<file path="config.mk">
export PLATFORM = sky130hd
export DESIGN_NAME = dtc_timer_top
export DESIGN_NICKNAME = d
export VERILOG_FILES = /design/src/design/placeholder_none.sv /design/src/design/dtc_pkg.sv /design/src/design/dtc_unit_if.sv /design/src/design/dtc_timer_top.sv /design/src/design/dtc_count_unit.sv
export SDC_FILE = /design/constraint.sdc
export NUM_CORES = 1
export LEC_CHECK = 0
export BUFFER_PORTS_ARGS = -buffer_cell sky130_fd_sc_hd__buf_2
export CAP_MARGIN = 30
export CORE_MARGIN = 5
export CORE_UTILIZATION = 45
export DETAILED_ROUTE_END_ITERATION = 10
export GPL_TIMING_DRIVEN = 0
export MAX_ROUTING_LAYER = met4
export PLACE_DENSITY_LB_ADDON = 0.2
export SYNTH_ARGS = -nofsm -noshare
export SYNTH_HDL_FRONTEND = slang
export SYNTH_HIERARCHICAL = 1
export SYNTH_SLANG_ARGS = --single-unit
</file>
<file path="constraint.sdc">
create_clock -name ref_clk -period 2.7 [get_ports ref_clk]
set_clock_uncertainty 0.2 [all_clocks]
set_input_delay 0.54 -clock ref_clk [delete_from_list [all_inputs] [get_ports ref_clk]]
set_output_delay 0.54 -clock ref_clk [all_outputs]
set_load 0.1 [all_outputs]
</file>
<file path="src/design/placeholder_none.sv">
// intentionally empty compilation unit
`timescale 1ns/1ps
`default_nettype none
`default_nettype wire

</file>
<file path="src/design/dtc_pkg.sv">
// constants, field layout, register offsets and mode codes of the dual timer/counter
// assumes a single ref_clk domain and a classic wishbone register port
// Function
// - mode 00: 8-bit counter behind a divide-by-32 prescaler
// - mode 10: 8-bit counter reloaded from an 8-bit value on overflow
// - mode 11: counter a splits into two 8-bit timers, counter b halts
// - count source bit zero: one increment per machine cycle, osc/6
// - counter function: increment on each falling edge of its count pin
// - edge detection takes two machine cycles; external rate at most osc/12
// - optional gate pin: count only while the gate pin is high
package dtc_pkg;

  // machine cycle length in oscillator periods
  localparam int OSC_PER_MC = 6;
  localparam logic [2:0] MC_LAST = 3'(OSC_PER_MC - 1);
  localparam int PRESCALE_BITS = 5;

  // register byte offsets
  localparam logic [7:0] ADR_MODE = 8'h00;
  localparam logic [7:0] ADR_RUN = 8'h04;
  localparam logic [7:0] ADR_FLAG = 8'h08;
  localparam logic [7:0] ADR_COUNT_A = 8'h0C;
  localparam logic [7:0] ADR_COUNT_B = 8'h10;

  // timer_mode_control layout, one nibble per counter
  localparam int MODE_STRIDE = 4;
  localparam int MODE_LOW_BIT = 0;
  localparam int MODE_HIGH_BIT = 1;
  localparam int MODE_SRC_BIT = 2;
  localparam int MODE_GATE_BIT = 3;

  // reset values
  localparam logic [7:0] MODE_RST = 8'h00;
  localparam logic [1:0] RUN_RST = 2'h0;
  localparam logic [1:0] FLAG_RST = 2'h0;
  localparam logic [7:0] COUNT_RST = 8'h00;
  localparam logic [7:0] BYTE_ONES = 8'hFF;

  // {mode_select_high, mode_select_low}
  typedef enum logic [1:0] {
    DTC_MODE_PRESC = 2'h0,
    DTC_MODE_FULL = 2'h1,
    DTC_MODE_RELOAD = 2'h2,
    DTC_MODE_SPLIT = 2'h3
  } dtc_mode_e;

endpackage

</file>
<file path="src/design/dtc_unit_if.sv">
// signals between the timer top and one counting unit
// assumes both ends run on ref_clk
`timescale 1ns/1ps
`default_nettype none
interface dtc_unit_if;
  dtc_pkg::dtc_mode_e mode;
  logic inc;
  logic hi_inc;
  logic wr_lo;
  logic wr_hi;
  logic [15:0] wdata;
  logic [7:0] cnt_lo;
  logic [7:0] cnt_hi;
  logic ov_lo;
  logic ov_hi;

  modport ctrl (output mode, inc, hi_inc, wr_lo, wr_hi, wdata, input cnt_lo, cnt_hi, ov_lo, ov_hi);
  modport unit (input mode, inc, hi_inc, wr_lo, wr_hi, wdata, output cnt_lo, cnt_hi, ov_lo, ov_hi);
endinterface
`default_nettype wire

</file>
<file path="src/design/dtc_timer_top.sv">
// dual timer/counter with a classic wishbone slave for its registers
// assumes ref_clk is the oscillator; count and gate pins are asynchronous
`timescale 1ns/1ps
`default_nettype none
module dtc_timer_top #(
  parameter int ADDR_W = 8
) (
  input wire logic ref_clk,
  input wire logic arst_n,
  input wire logic wb_cyc_i,
  input wire logic wb_stb_i,
  input wire logic wb_we_i,
  input wire logic [ADDR_W-1:0] wb_adr_i,
  input wire logic [3:0] wb_sel_i,
  input wire logic [31:0] wb_dat_i,
  output logic [31:0] wb_dat_o,
  output logic wb_ack_o,
  input wire logic count_pin_a,
  input wire logic count_pin_b,
  input wire logic gate_input_a,
  input wire logic gate_input_b,
  output logic overflow_a,
  output logic overflow_b
);

  generate
    if (ADDR_W < 5 || ADDR_W > 32) begin : g_bad_addr
      $error("ADDR_W must lie between 5 and 32");
    end
  endgenerate

  // machine cycle timebase
  logic [2:0] mc_cnt_q;
  logic mc_tick;

  // pin synchronisers and machine cycle samples, index 0 is counter a
  logic [1:0] cnt_s1_q;
  logic [1:0] cnt_s2_q;
  logic [1:0] gate_s1_q;
  logic [1:0] gate_s2_q;
  logic [1:0] cnt_samp_q;
  logic [1:0] cnt_prev_q;
  logic [1:0] gate_samp_q;
  logic [1:0] fall_edge;

  // registers
  logic [7:0] mode_q;
  logic [1:0] run_q;
  logic [1:0] flag_q;
  logic [1:0] flag_d;
  logic [1:0] flag_set;
  logic [1:0] flag_clr;
  logic ack_q;
  logic [31:0] dat_q;
  logic [31:0] rd_mux;

  // per-counter control
  logic [1:0] gate_en;
  logic [1:0] src_ext;
  logic [1:0] run_ok;
  logic [1:0] inc;
  dtc_pkg::dtc_mode_e mode_a;
  dtc_pkg::dtc_mode_e mode_b;
  logic split_a;

  // bus decode
  logic acc;
  logic wr_fire;
  logic rd_start;
  logic [7:0] adr_byte;
  logic hit_mode;
  logic hit_run;
  logic hit_flag;
  logic hit_cnt_a;
  logic hit_cnt_b;

  dtc_unit_if u_if_a ();
  dtc_unit_if u_if_b ();

  always_ff @(posedge ref_clk or negedge arst_n) begin
    if (!arst_n) begin
      mc_cnt_q <= 3'h0;
    end else if (mc_cnt_q == dtc_pkg::MC_LAST) begin
      mc_cnt_q <= 3'h0;
    end else begin
      mc_cnt_q <= mc_cnt_q + 3'h1;
    end
  end

  assign mc_tick = (mc_cnt_q == dtc_pkg::MC_LAST);

  // first stages feed the second stages only
  always_ff @(posedge ref_clk or negedge arst_n) begin
    if (!arst_n) begin
      cnt_s1_q <= 2'h3;
      cnt_s2_q <= 2'h3;
      gate_s1_q <= 2'h0;
      gate_s2_q <= 2'h0;
    end else begin
      cnt_s1_q <= {count_pin_b, count_pin_a};
      cnt_s2_q <= cnt_s1_q;
      gate_s1_q <= {gate_input_b, gate_input_a};
      gate_s2_q <= gate_s1_q;
    end
  end

  // sample once per machine cycle, edge seen over two samples
  always_ff @(posedge ref_clk or negedge arst_n) begin
    if (!arst_n) begin
      cnt_samp_q <= 2'h3;
      cnt_prev_q <= 2'h3;
      gate_samp_q <= 2'h0;
    end else if (mc_tick) begin
      cnt_samp_q <= cnt_s2_q;
      cnt_prev_q <= cnt_samp_q;
      gate_samp_q <= gate_s2_q;
    end
  end

  // falling edge on the count pin
  assign fall_edge = cnt_prev_q & ~cnt_samp_q;

  always_comb begin
    for (int t = 0; t < 2; t++) begin
      gate_en[t] = mode_q[t*dtc_pkg::MODE_STRIDE + dtc_pkg::MODE_GATE_BIT];
      src_ext[t] = mode_q[t*dtc_pkg::MODE_STRIDE + dtc_pkg::MODE_SRC_BIT];
      // gate pin high lets the count through
      run_ok[t] = run_q[t] & (~gate_en[t] | gate_samp_q[t]);
      // internal source, external edge, both one pulse per machine cycle
      inc[t] = run_ok[t] & mc_tick & (src_ext[t] ? fall_edge[t] : 1'b1);
    end
  end

  assign mode_a = dtc_pkg::dtc_mode_e'(mode_q[dtc_pkg::MODE_HIGH_BIT:dtc_pkg::MODE_LOW_BIT]);
  assign mode_b = dtc_pkg::dtc_mode_e'(
    mode_q[dtc_pkg::MODE_STRIDE + dtc_pkg::MODE_HIGH_BIT:
           dtc_pkg::MODE_STRIDE + dtc_pkg::MODE_LOW_BIT]);
  assign split_a = (mode_a == dtc_pkg::DTC_MODE_SPLIT);

  // bus decode; unmapped offsets answer with zero and ignore writes
  assign acc = wb_cyc_i & wb_stb_i;
  assign wr_fire = acc & wb_we_i & ack_q;
  assign rd_start = acc & ~ack_q;
  assign adr_byte = {{(8 - 5){1'b0}}, wb_adr_i[4:0]};
  assign hit_mode = (adr_byte == dtc_pkg::ADR_MODE) && (wb_adr_i[ADDR_W-1:5] == '0);
  assign hit_run = (adr_byte == dtc_pkg::ADR_RUN) && (wb_adr_i[ADDR_W-1:5] == '0);
  assign hit_flag = (adr_byte == dtc_pkg::ADR_FLAG) && (wb_adr_i[ADDR_W-1:5] == '0);
  assign hit_cnt_a = (adr_byte == dtc_pkg::ADR_COUNT_A) && (wb_adr_i[ADDR_W-1:5] == '0);
  assign hit_cnt_b = (adr_byte == dtc_pkg::ADR_COUNT_B) && (wb_adr_i[ADDR_W-1:5] == '0);

  // counter a: low half, and in split mode a high half on machine cycles
  assign u_if_a.mode = mode_a;
  assign u_if_a.inc = inc[0];
  // high half of a uses the run bit of counter b
  assign u_if_a.hi_inc = split_a & run_q[1] & mc_tick;
  assign u_if_a.wr_lo = wr_fire & hit_cnt_a & wb_sel_i[0];
  assign u_if_a.wr_hi = wr_fire & hit_cnt_a & wb_sel_i[1];
  assign u_if_a.wdata = wb_dat_i[15:0];

  assign u_if_b.mode = mode_b;
  assign u_if_b.inc = inc[1];
  assign u_if_b.hi_inc = 1'b0;
  assign u_if_b.wr_lo = wr_fire & hit_cnt_b & wb_sel_i[0];
  assign u_if_b.wr_hi = wr_fire & hit_cnt_b & wb_sel_i[1];
  assign u_if_b.wdata = wb_dat_i[15:0];

  dtc_count_unit #(
    .SPLIT_OK(1'b1)
  ) u_unit_a (
    .ref_clk(ref_clk),
    .arst_n(arst_n),
    .u(u_if_a.unit)
  );

  // counter b halts in split mode
  dtc_count_unit #(
    .SPLIT_OK(1'b0)
  ) u_unit_b (
    .ref_clk(ref_clk),
    .arst_n(arst_n),
    .u(u_if_b.unit)
  );

  // mode and run registers
  always_ff @(posedge ref_clk or negedge arst_n) begin
    if (!arst_n) begin
      mode_q <= dtc_pkg::MODE_RST;
    end else if (wr_fire && hit_mode && wb_sel_i[0]) begin
      mode_q <= wb_dat_i[7:0];
    end
  end

  always_ff @(posedge ref_clk or negedge arst_n) begin
    if (!arst_n) begin
      run_q <= dtc_pkg::RUN_RST;
    end else if (wr_fire && hit_run && wb_sel_i[0]) begin
      run_q <= wb_dat_i[1:0];
    end
  end

  // overflow flags; while a is split its high half owns flag b
  assign flag_set[0] = u_if_a.ov_lo;
  assign flag_set[1] = split_a ? u_if_a.ov_hi : u_if_b.ov_lo;
  assign flag_clr = (wr_fire && hit_flag && wb_sel_i[0]) ? wb_dat_i[1:0] : 2'h0;
  // a set in the clearing cycle survives
  assign flag_d = (flag_q & ~flag_clr) | flag_set;

  always_ff @(posedge ref_clk or negedge arst_n) begin
    if (!arst_n) begin
      flag_q <= dtc_pkg::FLAG_RST;
    end else begin
      flag_q <= flag_d;
    end
  end

  always_comb begin
    rd_mux = 32'h0000_0000;
    if (hit_mode) begin
      rd_mux = {24'h00_0000, mode_q};
    end else if (hit_run) begin
      rd_mux = {30'h0000_0000, run_q};
    end else if (hit_flag) begin
      rd_mux = {30'h0000_0000, flag_q};
    end else if (hit_cnt_a) begin
      rd_mux = {16'h0000, u_if_a.cnt_hi, u_if_a.cnt_lo};
    end else if (hit_cnt_b) begin
      rd_mux = {16'h0000, u_if_b.cnt_hi, u_if_b.cnt_lo};
    end
  end

  // ack one cycle after the request, dropped the cycle after
  always_ff @(posedge ref_clk or negedge arst_n) begin
    if (!arst_n) begin
      ack_q <= 1'b0;
    end else begin
      ack_q <= rd_start;
    end
  end

  // read data captured with the request; counts read lag the live value by one cycle
  always_ff @(posedge ref_clk or negedge arst_n) begin
    if (!arst_n) begin
      dat_q <= 32'h0000_0000;
    end else if (rd_start) begin
      dat_q <= wb_we_i ? 32'h0000_0000 : rd_mux;
    end
  end

  assign wb_ack_o = ack_q;
  assign wb_dat_o = dat_q;
  assign overflow_a = flag_q[0];
  assign overflow_b = flag_q[1];

endmodule
`default_nettype wire

</file>
<file path="src/design/dtc_count_unit.sv">
// one counter: low and high byte with the four counting modes
// assumes increments arrive as single-cycle pulses from the top
`timescale 1ns/1ps
`default_nettype none
module dtc_count_unit #(
  parameter bit SPLIT_OK = 1'b1
) (
  input wire logic ref_clk,
  input wire logic arst_n,
  dtc_unit_if.unit u
);

  logic [7:0] lo_q;
  logic [7:0] lo_d;
  logic [7:0] hi_q;
  logic [7:0] hi_d;
  logic [12:0] c13;
  logic [15:0] c16;

  assign u.cnt_lo = lo_q;
  assign u.cnt_hi = hi_q;

  always_comb begin
    lo_d = lo_q;
    hi_d = hi_q;
    u.ov_lo = 1'b0;
    u.ov_hi = 1'b0;
    c13 = {hi_q, lo_q[dtc_pkg::PRESCALE_BITS-1:0]} + 13'h0001;
    c16 = {hi_q, lo_q} + 16'h0001;
    unique case (u.mode)
      dtc_pkg::DTC_MODE_PRESC: begin
        if (u.inc) begin
          lo_d = {lo_q[7:dtc_pkg::PRESCALE_BITS], c13[dtc_pkg::PRESCALE_BITS-1:0]};
          hi_d = c13[12:dtc_pkg::PRESCALE_BITS];
          u.ov_lo = (c13 == 13'h0000);
        end
      end
      dtc_pkg::DTC_MODE_FULL: begin
        if (u.inc) begin
          lo_d = c16[7:0];
          hi_d = c16[15:8];
          u.ov_lo = (c16 == 16'h0000);
        end
      end
      dtc_pkg::DTC_MODE_RELOAD: begin
        if (u.inc) begin
          if (lo_q == dtc_pkg::BYTE_ONES) begin
            lo_d = hi_q;
            u.ov_lo = 1'b1;
          end else begin
            lo_d = lo_q + 8'h01;
          end
        end
      end
      // two 8-bit halves, or halted on the unit that cannot split
      dtc_pkg::DTC_MODE_SPLIT: begin
        if (SPLIT_OK) begin
          if (u.inc) begin
            lo_d = lo_q + 8'h01;
            u.ov_lo = (lo_q == dtc_pkg::BYTE_ONES);
          end
          if (u.hi_inc) begin
            hi_d = hi_q + 8'h01;
            u.ov_hi = (hi_q == dtc_pkg::BYTE_ONES);
          end
        end
      end
    endcase
    // software write wins over a coinciding increment
    if (u.wr_lo) begin
      lo_d = u.wdata[7:0];
    end
    if (u.wr_hi) begin
      hi_d = u.wdata[15:8];
    end
  end

  always_ff @(posedge ref_clk or negedge arst_n) begin
    if (!arst_n) begin
      lo_q <= dtc_pkg::COUNT_RST;
      hi_q <= dtc_pkg::COUNT_RST;
    end else begin
      lo_q <= lo_d;
      hi_q <= hi_d;
    end
  end

endmodule
`default_nettype wire

</file>
Word-level counts from Yosys, hierarchy flattened
Cells that the tools add are included.

Bits of input ports: 53. Word-level logic and storage cells: 156. Output and inout port bits: 35. Bits in registers: 94.

Bitwise operators: 28. $add $sub $neg: 8. Multiplexer cells: 45. Equal/unequal tests: 27. Reductions and logical operators: 29.

Operators with widths (number): $mux 8 (16); $mux 32 (3); $mux 16 (3); $pmux 8 s3 (2); $add 16x1->16 const B (2); $logic_not 16->1 (2); $pmux 8 s4 (1); $ne 3x3->1 const B (10); $add 13x1->13 const B (2); $logic_not 13->1 (2); $add 8x1->8 const B (3); $eq 8x8->1 const B (3); $reduce_and 4->1 (5); $and 1x1->1 (18); $pmux 8 s2 (1); $mux 1 (13); $logic_and 1x1->1 (11); $eq 5x4->1 const B (2); $mux 5 (2); $logic_not 8->1 (1); $reduce_bool 4->1 (2); $eq 2x2->1 const B (3); $ne 3x1->1 const B (2); $reduce_bool 3->1 (2); 18 further kinds (26).

Logic depth before layout (Yosys ltp)
Gate-level depths: netlist of the first run.

Depth after elaboration: 9. Gate-level depth with buffers: 11. Depth with buffers taken out: 10.

By module
The synthesis of the first run kept the hierarchy.

By module, submodules not included: dtc_timer_top (area each 2289.7 µm², cells an instance 210, instances 1, seq. area each 1161.1 µm²); dtc_count_unit (u_unit_a) (area each 1671.6 µm², cells an instance 230, instances 1, seq. area each 400.4 µm²); dtc_count_unit (u_unit_b) (area each 1655.3 µm², cells an instance 215, instances 1, seq. area each 400.4 µm²).

Least setup slack after synthesis of the first run
OpenSTA, ideal clock, no wires.

Kind: input-to-reg. Start point: input wb_adr_i[1]. End point: register u_unit_b.lo_q[0], in the netlist u_unit_b/u.cnt_lo[0]. Setup slack: -0.137 ns. Arrival time: 2.492 ns. Setup time: 0.146 ns. Buffers on the path: 4. Data required time: 2.354 ns. Stages: 9. Path through: or4_1 and4bb_1 buf_6 buf_12 nor2b_1 clkbuf_1 clkbuf_1 mux2i_1 o21ai_0.

Word-level cells in the longest chain between the ends: 6. Elaborated cells on any way between the ends: 10. Those cells by class: eq/ne (4); mux (1); bitwise (2); reduce/logical (3).

RTL lines: from (decl) (line dtc_timer_top.sv:13) `input wire logic [ADDR_W-1:0] wb_adr_i,`; $eq 5x5->1 * (line dtc_timer_top.sv:149) `assign hit_cnt_b = (adr_byte == dtc_pkg::ADR_COUNT_B) && (wb_adr_i[ADDR_W-1:5] == '0);`; $logic_and 1x1->1 * (line dtc_timer_top.sv:149); $and 1x1->1 * (2 in a row) (line dtc_timer_top.sv:163) `assign u_if_b.wr_lo = wr_fire & hit_cnt_b & wb_sel_i[0];`; named net u_if_b.wr_lo (line dtc_unit_if.sv:9) `logic wr_lo;`; $ne 3x3->1 (no source line) or $reduce_bool 4->1 (tied branches); $reduce_and 4->1 (no source line); to (signal assigned) (line dtc_count_unit.sv:80) `lo_q <= dtc_pkg::COUNT_RST;`; to (signal assigned) (line dtc_count_unit.sv:83) `lo_q <= lo_d;`; to (decl) (line dtc_count_unit.sv:13) `logic [7:0] lo_q;`.

Mark *: on every way through the listed nets, which the timed path passes. The rest lies on a longest branch. A chain may end at the register's enable or synchronous reset.

Final worst setup path of the first run
Start point: register mc_cnt_q[1]. End point: register flag_q[1].

Word-level cells in the longest chain between the ends: 7. Elaborated cells on any way between the ends: 11. Those cells by class: eq/ne (1); mux (6); bitwise (4).

RTL lines: from (decl) (line dtc_timer_top.sv:33) `logic [2:0] mc_cnt_q;`; from (signal assigned) (line dtc_timer_top.sv:86) `mc_cnt_q <= mc_cnt_q + 3'h1;`; $eq 3x3->1 * (line dtc_timer_top.sv:90) `assign mc_tick = (mc_cnt_q == dtc_pkg::MC_LAST);`; $and 1x1->1 * (2 in a row) (line dtc_timer_top.sv:130) `inc[t] = run_ok[t] & mc_tick & (src_ext[t] ? fall_edge[t] : 1'b1);`; named net u_if_b.inc (line dtc_unit_if.sv:7) `logic inc;`; $mux 1, on equally long branches (line dtc_count_unit.sv:46, dtc_count_unit.sv:32, dtc_count_unit.sv:39); $pmux 1 s3 * (line dtc_count_unit.sv:30) `unique case (u.mode)`; named net u_if_b.ov_lo (line dtc_unit_if.sv:14) `logic ov_lo;`; $mux 1 * (line dtc_timer_top.sv:203) `assign flag_set[1] = split_a ? u_if_a.ov_hi : u_if_b.ov_lo;`; $or 2x2->2 * (line dtc_timer_top.sv:206) `assign flag_d = (flag_q & ~flag_clr) | flag_set;`; named net flag_d[1] (line dtc_timer_top.sv:50) `logic [1:0] flag_d;`; to (signal assigned) (line dtc_timer_top.sv:210) `flag_q <= dtc_pkg::FLAG_RST;`; to (signal assigned) (line dtc_timer_top.sv:212) `flag_q <= flag_d;`; to (decl) (line dtc_timer_top.sv:49) `logic [1:0] flag_q;`.

Marks and branches as above.

==> metrics.md, run 1 <==
| Metric | Value |
|---|---|
| Outcome | `finished clean` |
| ANT nets after route | `0` |
| Post-DP HPWL | `12950 um` |
| Clock Tree Root | `clkbuf_16` |
| Worst slew pin tran | `0.7770 ns` |
| Layout fillers | `1121` |
| Hold Startpoint | `count_pin_b` |
| Worst EP arrival | `2.72 ns` |
| Hold Path Depth | `1` |
| Final period util | `97.73%` |
| Hold EP | `cnt_s1_q[1]` |
| DR iter-0 viols | `429` |
| Fin. max-slew vios | `0` |
| Via density per instance | `5.809` |
| DRC | `0` |
| Peak VDD IR | `0.4252 mV` |
| Tot GR Track Use | `24.38%` |
| Routability cong. | `0.9501` |
| Kind of critical path | `flop to flop` |
| Peak Freq | `379.0 MHz` |
| Crit path time final | `2.639 ns` |
| Hold Fails Final Rpt | `0` |
| Layout cells sized above 1 | `26.69%` |
| Via count of the first global-routing pass | `5074` |
| R2r startpoint | `mc_cnt_q[1]` |
| # clock sinks | `78` |
| Leak pwr | `0.002730 uW` |
| Largest net degree at the start of global routing | `74` |
| CTS tree | `built` |
| Util after Layout | `55.59%` |
| Worst path required time | `2.78 ns` |
| Worst Setup Start Kind | `flop` |
| Setup slack, reg-to-reg | `0.06 ns` |
| Critical path depth in cells | `10` |
| Initial Util | `46.28%` |
| Clk Latency, worst-skew pair | `0.35 ns` |
| Yosys warnings | `6` |
| Buf/Inv on CP | `1` |
| Die area | `0.01479 mm2` |
| Worst Setup End Kind | `flop` |
| Post-Synthesis Cells | `653` |
| Area Overhead vs Synth | `20.11%` |
| CTS Buffer Depth | `2` |
| CTS buffer count | `9` |
| First-pass GRT wire length | `27230 um` |
| Cell Pwr Density | `407.7 mW/mm2` |
| Depth of the worst register-to-register path | `10` |
| Total power | `2745 uW` |
| Nets@finish | `810` |
| CP cell instances | `nand3b_1 -> inv_2 -> nand2_2 -> a221oi_4 -> nor2b_4 -> and3_1 -> nand4_1 -> o311ai_4 -> nand2_1 -> nand3_1` |
| DR pass1 iterations | `5` |
| WL final | `17320 um` |
| CP peak stage delay | `0.42 ns` |
| CP Max Fanout | `6` |
| Floorplan Core Area | `0.01211 mm2` |
| Routed WL per cell | `18.80 um` |
| Cell Rows | `40` |
| RR Endpoint | `flag_q[1]` |
| Setup Viol. Count Final | `0` |
| Critical-path top delay cell | `o311ai_4` |
| Die span in y | `121.6 um` |
| Initial antenna violation count | `0` |
| # IOs | `88` |
| Diodes inserted | `0` |
| H-tree lvl count | `3` |
| DR vias | `5350` |
| Type of the worst min-delay path | `primary input to flop` |
| Max-Cap Viols | `0` |
| Cell Area, Synth | `0.005605 mm2` |
| I/O Buffers | `53` |
| Reg clk slew, reported paths | `0.07 ns` |
| Total gr overflow | `0` |
| Syn avg cell area | `8.584 um2` |
| Die boundary width | `121.6 um` |
| Top cell family by delay on the critical path | `simple AND/OR/NAND/NOR gates` |
| Rel. slew slack | `47.80%` |
[state kept, by name, indices dropped and copies added, names as in the netlist]
register	count
wb_dat_o	16
mode_q	8
u_unit_a/u.cnt_hi	8
u_unit_a/u.cnt_lo	8
u_unit_b/u.cnt_hi	8
u_unit_b/u.cnt_lo	8
mc_cnt_q	3
cnt_prev_q	2
cnt_s1_q	2
cnt_s2_q	2
cnt_samp_q	2
flag_q	2
gate_s1_q	2
gate_s2_q	2
gate_samp_q	2
run_q	2
wb_ack_o	1
[layout by cell type (no fill, tap or decap), types with 15 or more instances in the layout]
cell / count
nand3_1: 25
nand2_1: 95
buf_2: 70
xnor2_1: 15
conb_1: 16
buf_4: 39
o21ai_1: 21
dfrtp_1: 66
a21oi_1: 25
nor2_1: 32
o21ai_0: 23
[stage by stage]
stage	TNS (ns)	cell area [um2]	setup slack, ns	std cells	hold slack, ns
after CTS	-0.01916	6599	-0.01916	912	0.06820
after floorplan	0	5667	0.05918	668	0.04441
after global routing	-0.04693	6733	-0.01757	921	0.07215
after detailed placement	-7.000	6178	-0.5692	891	0.1365
final	0	6733	0.06125	921	0.08133
after global placement	-19.15	6142	-1.183	889	0.1331
[where the power goes]
part           total [uW]  internal [uW]  switching (uW)  leakage [uW]
Sequential           1200           1190            10.1      0.000909
Combinational         323           83.8             240       0.00167
Clock                1220            654             569      0.000147
[repair_timing]
item,CTS,global route
hold endpoints to repair,5,0
gates resized for setup,17,16
pin swaps,0,4
setup buffers,4,13
hold buffers,1,0
endpoints found under the setup margin,25,18
[worst reg2reg max path: cells and delay by family, from the launching register on]
| kind | cells | cell delay (ns) |
|---|---|---|
| AO/OA/AOI/OAI | 2 | 0.74 |
| AND/OR/NAND/NOR | 7 | 1.10 |
| buffers and inverters | 1 | 0.13 |
| flip-flops | 1 | 0.41 |
[routing by layer]
layer | GRT usage [%] | up-vias | share of wire (%)
met5 | - | - | 0
met4 | 6.373 | 0 | 1.2
met3 | 4.271 | 17 | 5.6
met2 | 37.03 | 207 | 46
met1 | 33.89 | 2593 | 47
li1 | - | 2533 | -
[layout make-up]
type                    instances  area [um2]  area share (%)
clock inverters                 7       71.32           1.059
flip-flops and latches         78        1967           29.21
clock buffers                   9       225.2           3.345
plain buffers                  61       390.4           5.798
repair buffers                 73       440.4           6.542
well taps                     168       210.2           3.122
multi-input cells             509        3368           50.03
inverters                      16       60.06          0.8920
[worst max path at each step]
stage / start / end / slack, ns
final: mc_cnt_q[1] / flag_q[1] / 0.06
after global routing: mc_cnt_q[1] / flag_q[1] / -0.02
after CTS: u_unit_b/u.cnt_lo[0] / flag_q[1] / -0.02
after detailed placement: mc_cnt_q[1] / flag_q[1] / -0.57
after global placement: mc_cnt_q[1] / u_unit_a/u.cnt_hi[4] / -1.18
after floorplan: wb_adr_i[1] / u_unit_b/u.cnt_lo[0] / 0.06
Power figures use the tool's default switching activity.
==> inputs of run 2 (changes only) <==
--- a/config.mk
+++ b/config.mk
@@ -6,9 +6,9 @@
 export NUM_CORES = 1
 export LEC_CHECK = 0
-export BUFFER_PORTS_ARGS = -buffer_cell sky130_fd_sc_hd__buf_2
 export CAP_MARGIN = 30
 export CORE_MARGIN = 5
 export CORE_UTILIZATION = 45
 export DETAILED_ROUTE_END_ITERATION = 10
+export DONT_BUFFER_PORTS = 1
 export GPL_TIMING_DRIVEN = 0
 export MAX_ROUTING_LAYER = met4
==> constraint.sdc (replaced) <==
create_clock -name ref_clk -period 2.7 [get_ports ref_clk]
set_clock_uncertainty 0.2 [all_clocks]
set_input_delay 0.405 -clock ref_clk [delete_from_list [all_inputs] [get_ports ref_clk]]
set_output_delay 0.405 -clock ref_clk [all_outputs]
set_load 0.1 [all_outputs]
==> run 2 against run 1 <==
- power up 1.3%
- worst setup slack gained 0.0064 ns
- sequential share of layout area is essentially flat
- design area grew 0.20%
- critical path type unchanged
- die area unchanged
- flip-flop and latch count stayed put
- via count decreased by 1.4%
==> metrics.md, run 2 (synthesized netlist as in run 1, its figures left out) <==
| Metric | Value |
|---|---|
| Outcome | `finished clean` |
| Final period util | `97.49% (-0.24 points)` |
| DRC | `0 (unchanged)` |
| Max FFs per register | `16 (unchanged)` |
| Most Used Layer, Global Route | `met2` |
| H-tree lvl count | `3 (unchanged)` |
| Max-Cap Viols | `0 (unchanged)` |
| Die area | `0.01479 mm2 (unchanged)` |
| R2r startpoint | `u_unit_b/u.cnt_lo[0]` |
| Most frequent cells in the layout | `95 x nand2_1, 65 x dfrtp_1, 39 x buf_4` |
| Worst Setup Start Kind | `flop` |
| I/O Buffers | `0 (-100%)` |
| CTS Buffer Depth | `2 (unchanged)` |
| Hold Fails Final Rpt | `0 (unchanged)` |
| Rel. slew slack | `32.83% (-15 points)` |
| Diodes inserted | `0 (unchanged)` |
| CTS tree | `built` |
| Crit path time final | `2.632 ns (-0.006423 ns)` |
| GRT met1 Usage | `34.13% (+0.24 points)` |
| WL final | `17640 um (+1.8%)` |
| Kind of critical path | `flop to flop` |
| ANT nets after route | `0 (unchanged)` |
| Met2 Use GR | `36.34% (-0.69 points)` |
| # IOs | `88 (unchanged)` |
| Cell Rows | `40 (unchanged)` |
| Worst slew pin tran | `1.008 ns (+0.2305 ns)` |
| First-pass GRT wire length | `27790 um (+2.0%)` |
| Hold Startpoint | `wb_dat_i[6]` |
| Setup TNS Final | `0 ns (unchanged)` |
| Routability cong. | `0.9125 (-4.0%)` |
| Nets@finish | `781 (-3.6%)` |
| Fin. max-slew vios | `0 (unchanged)` |
| Total power | `2781 uW (+1.3%)` |
| Total gr overflow | `0 (unchanged)` |
| Clk Latency, worst-skew pair | `0.34 ns (about the same)` |
| Met3 usage in global routing | `5.896% (+1.6 points)` |
| Area Overhead vs Synth | `20.36%` |
| Commonest non-fill, non-tap cell in the layout | `nand2_1` |
| Hold EP | `u_unit_b/u.cnt_lo[6]` |
| Post-Place Cells | `837 (-6.1%)` |
| Type of the worst min-delay path | `primary input to flop` |
| Setup Viol. Count Final | `0 (unchanged)` |
| # clock sinks | `78 (unchanged)` |
| Routed WL per cell | `19.77 um (+5.2%)` |
| Tot GR Track Use | `24.81% (+0.44 points)` |
| Largest net degree at the start of global routing | `79 (+6.8%)` |
| Worst hold slack | `0.01302 ns (-0.06831 ns)` |
| Initial antenna violation count | `0 (unchanged)` |
| Via count of the first global-routing pass | `5022 (-1.0%)` |
| Worst Setup End Kind | `flop` |
| Worst path required time | `2.77 ns (about the same)` |
| CP Max Fanout | `9 (+3)` |
| CTS buffer count | `9 (unchanged)` |
| Setup slack, reg-to-reg | `0.07 ns (about the same)` |
| Die boundary width | `121.6 um (unchanged)` |
| Via density per instance | `5.911 (+1.8%)` |
| Reg clk slew, reported paths | `0.07 ns (about the same)` |
| Depth of the worst register-to-register path | `11 (+1)` |
| Die span in y | `121.6 um (unchanged)` |
| Initial Util | `46.28% (unchanged)` |
| Peak VDD IR | `0.4470 mV (+5.1%)` |
| Layout cells sized above 1 | `21.55% (-5.1 points)` |
| DR vias | `5273 (-1.4%)` |
| Floorplan Core Area | `0.01211 mm2 (unchanged)` |
| DR pass1 iterations | `5 (unchanged)` |
| DR iter-0 viols | `404 (-5.8%)` |
| Fin cells | `892 (-3.1%)` |
| Post-DP HPWL | `12870 um (-0.58%)` |
| RR Endpoint | `flag_q[1]` |
| Layout fillers | `1160 (+3.5%)` |
| Worst EP arrival | `2.70 ns (-0.02 ns)` |
| Leak pwr | `0.002610 uW (-4.4%)` |
| Peak Freq | `379.9 MHz (+0.24%)` |
| Clock Tree Root | `clkbuf_16` |
| Cell Pwr Density | `412.2 mW/mm2 (+1.1%)` |
| Hold Path Depth | `1 (unchanged)` |
run 2: critical path, stage by stage (launching register included):
cell and delay, ns:
dfrtp_2 0.45, ha_4 0.19, and4_1 0.20, buf_6 0.13, and2_4 0.15, buf_6 0.14
mux2_4 0.30, o21ai_2 0.11, nand4_1 0.14, o311ai_4 0.39, nand2_1 0.09, nand3_1 0.07
run 2: stage by stage:
stage	instance area (um2)	setup WS, ns	util (%)
after floorplan	5663	0.1012	-
after global placement	5873	-1.327	48.49
after detailed placement	5886	-0.6660	48.60
after CTS	6536	-0.0006706	53.97
after global routing	6746	-0.07003	55.70
final	6746	0.06768	55.70
run 2: routing by layer:
layer,routed length (um),vias to the layer above
met3,1406,31
met5,0,-
met2,7915,207
li1,-,2485
met1,7912,2550
met4,402,0
run 2: cell type report:
| cell class | instances | area (um2) | area share, % |
|---|---|---|---|
| Timing Repair Buffer | 42 | 387.9 | 5.749 |
| Multi-Input combinational cell | 509 | 3401 | 50.41 |
| Clock inverter | 5 | 65.06 | 0.9644 |
| Inverter | 16 | 60.06 | 0.8902 |
| Tap cell | 168 | 210.2 | 3.116 |
| Buffer | 63 | 399.1 | 5.916 |
| Sequential cell | 78 | 1971 | 29.21 |
| Clock buffer | 11 | 252.7 | 3.746 |
run 2: repair_timing:
item                                    4_1_cts  5_1_grt
endpoints found under the setup margin       46       38
pin swaps                                     0        4
gates resized for setup                      16       28
hold buffers                                 22        0
hold endpoints to repair                    102        0
setup buffers                                 3       16
run 2: power breakdown:
group | switching, uW | internal [uW]
Sequential | 24.5 | 1190
Clock | 500 | 775
Combinational | 208 | 84.1
Total | 733 | 2050
run 2: worst max-delay path by stage:
stage	endpoint	slack [ns]	startpoint	cells past startpoint
floorplan	u_unit_b/u.cnt_lo[0]	0.10	wb_adr_i[1]	9
global placement	u_unit_a/u.cnt_hi[4]	-1.33	mc_cnt_q[1]	7
detailed placement	flag_q[1]	-0.67	mc_cnt_q[1]	10
CTS	u_unit_b/u.cnt_lo[1]	-0.0007	wb_ack_o	7
global route	u_unit_b/u.cnt_lo[5]	-0.07	mc_cnt_q[1]	9
finish	flag_q[1]	0.07	u_unit_b/u.cnt_lo[0]	11
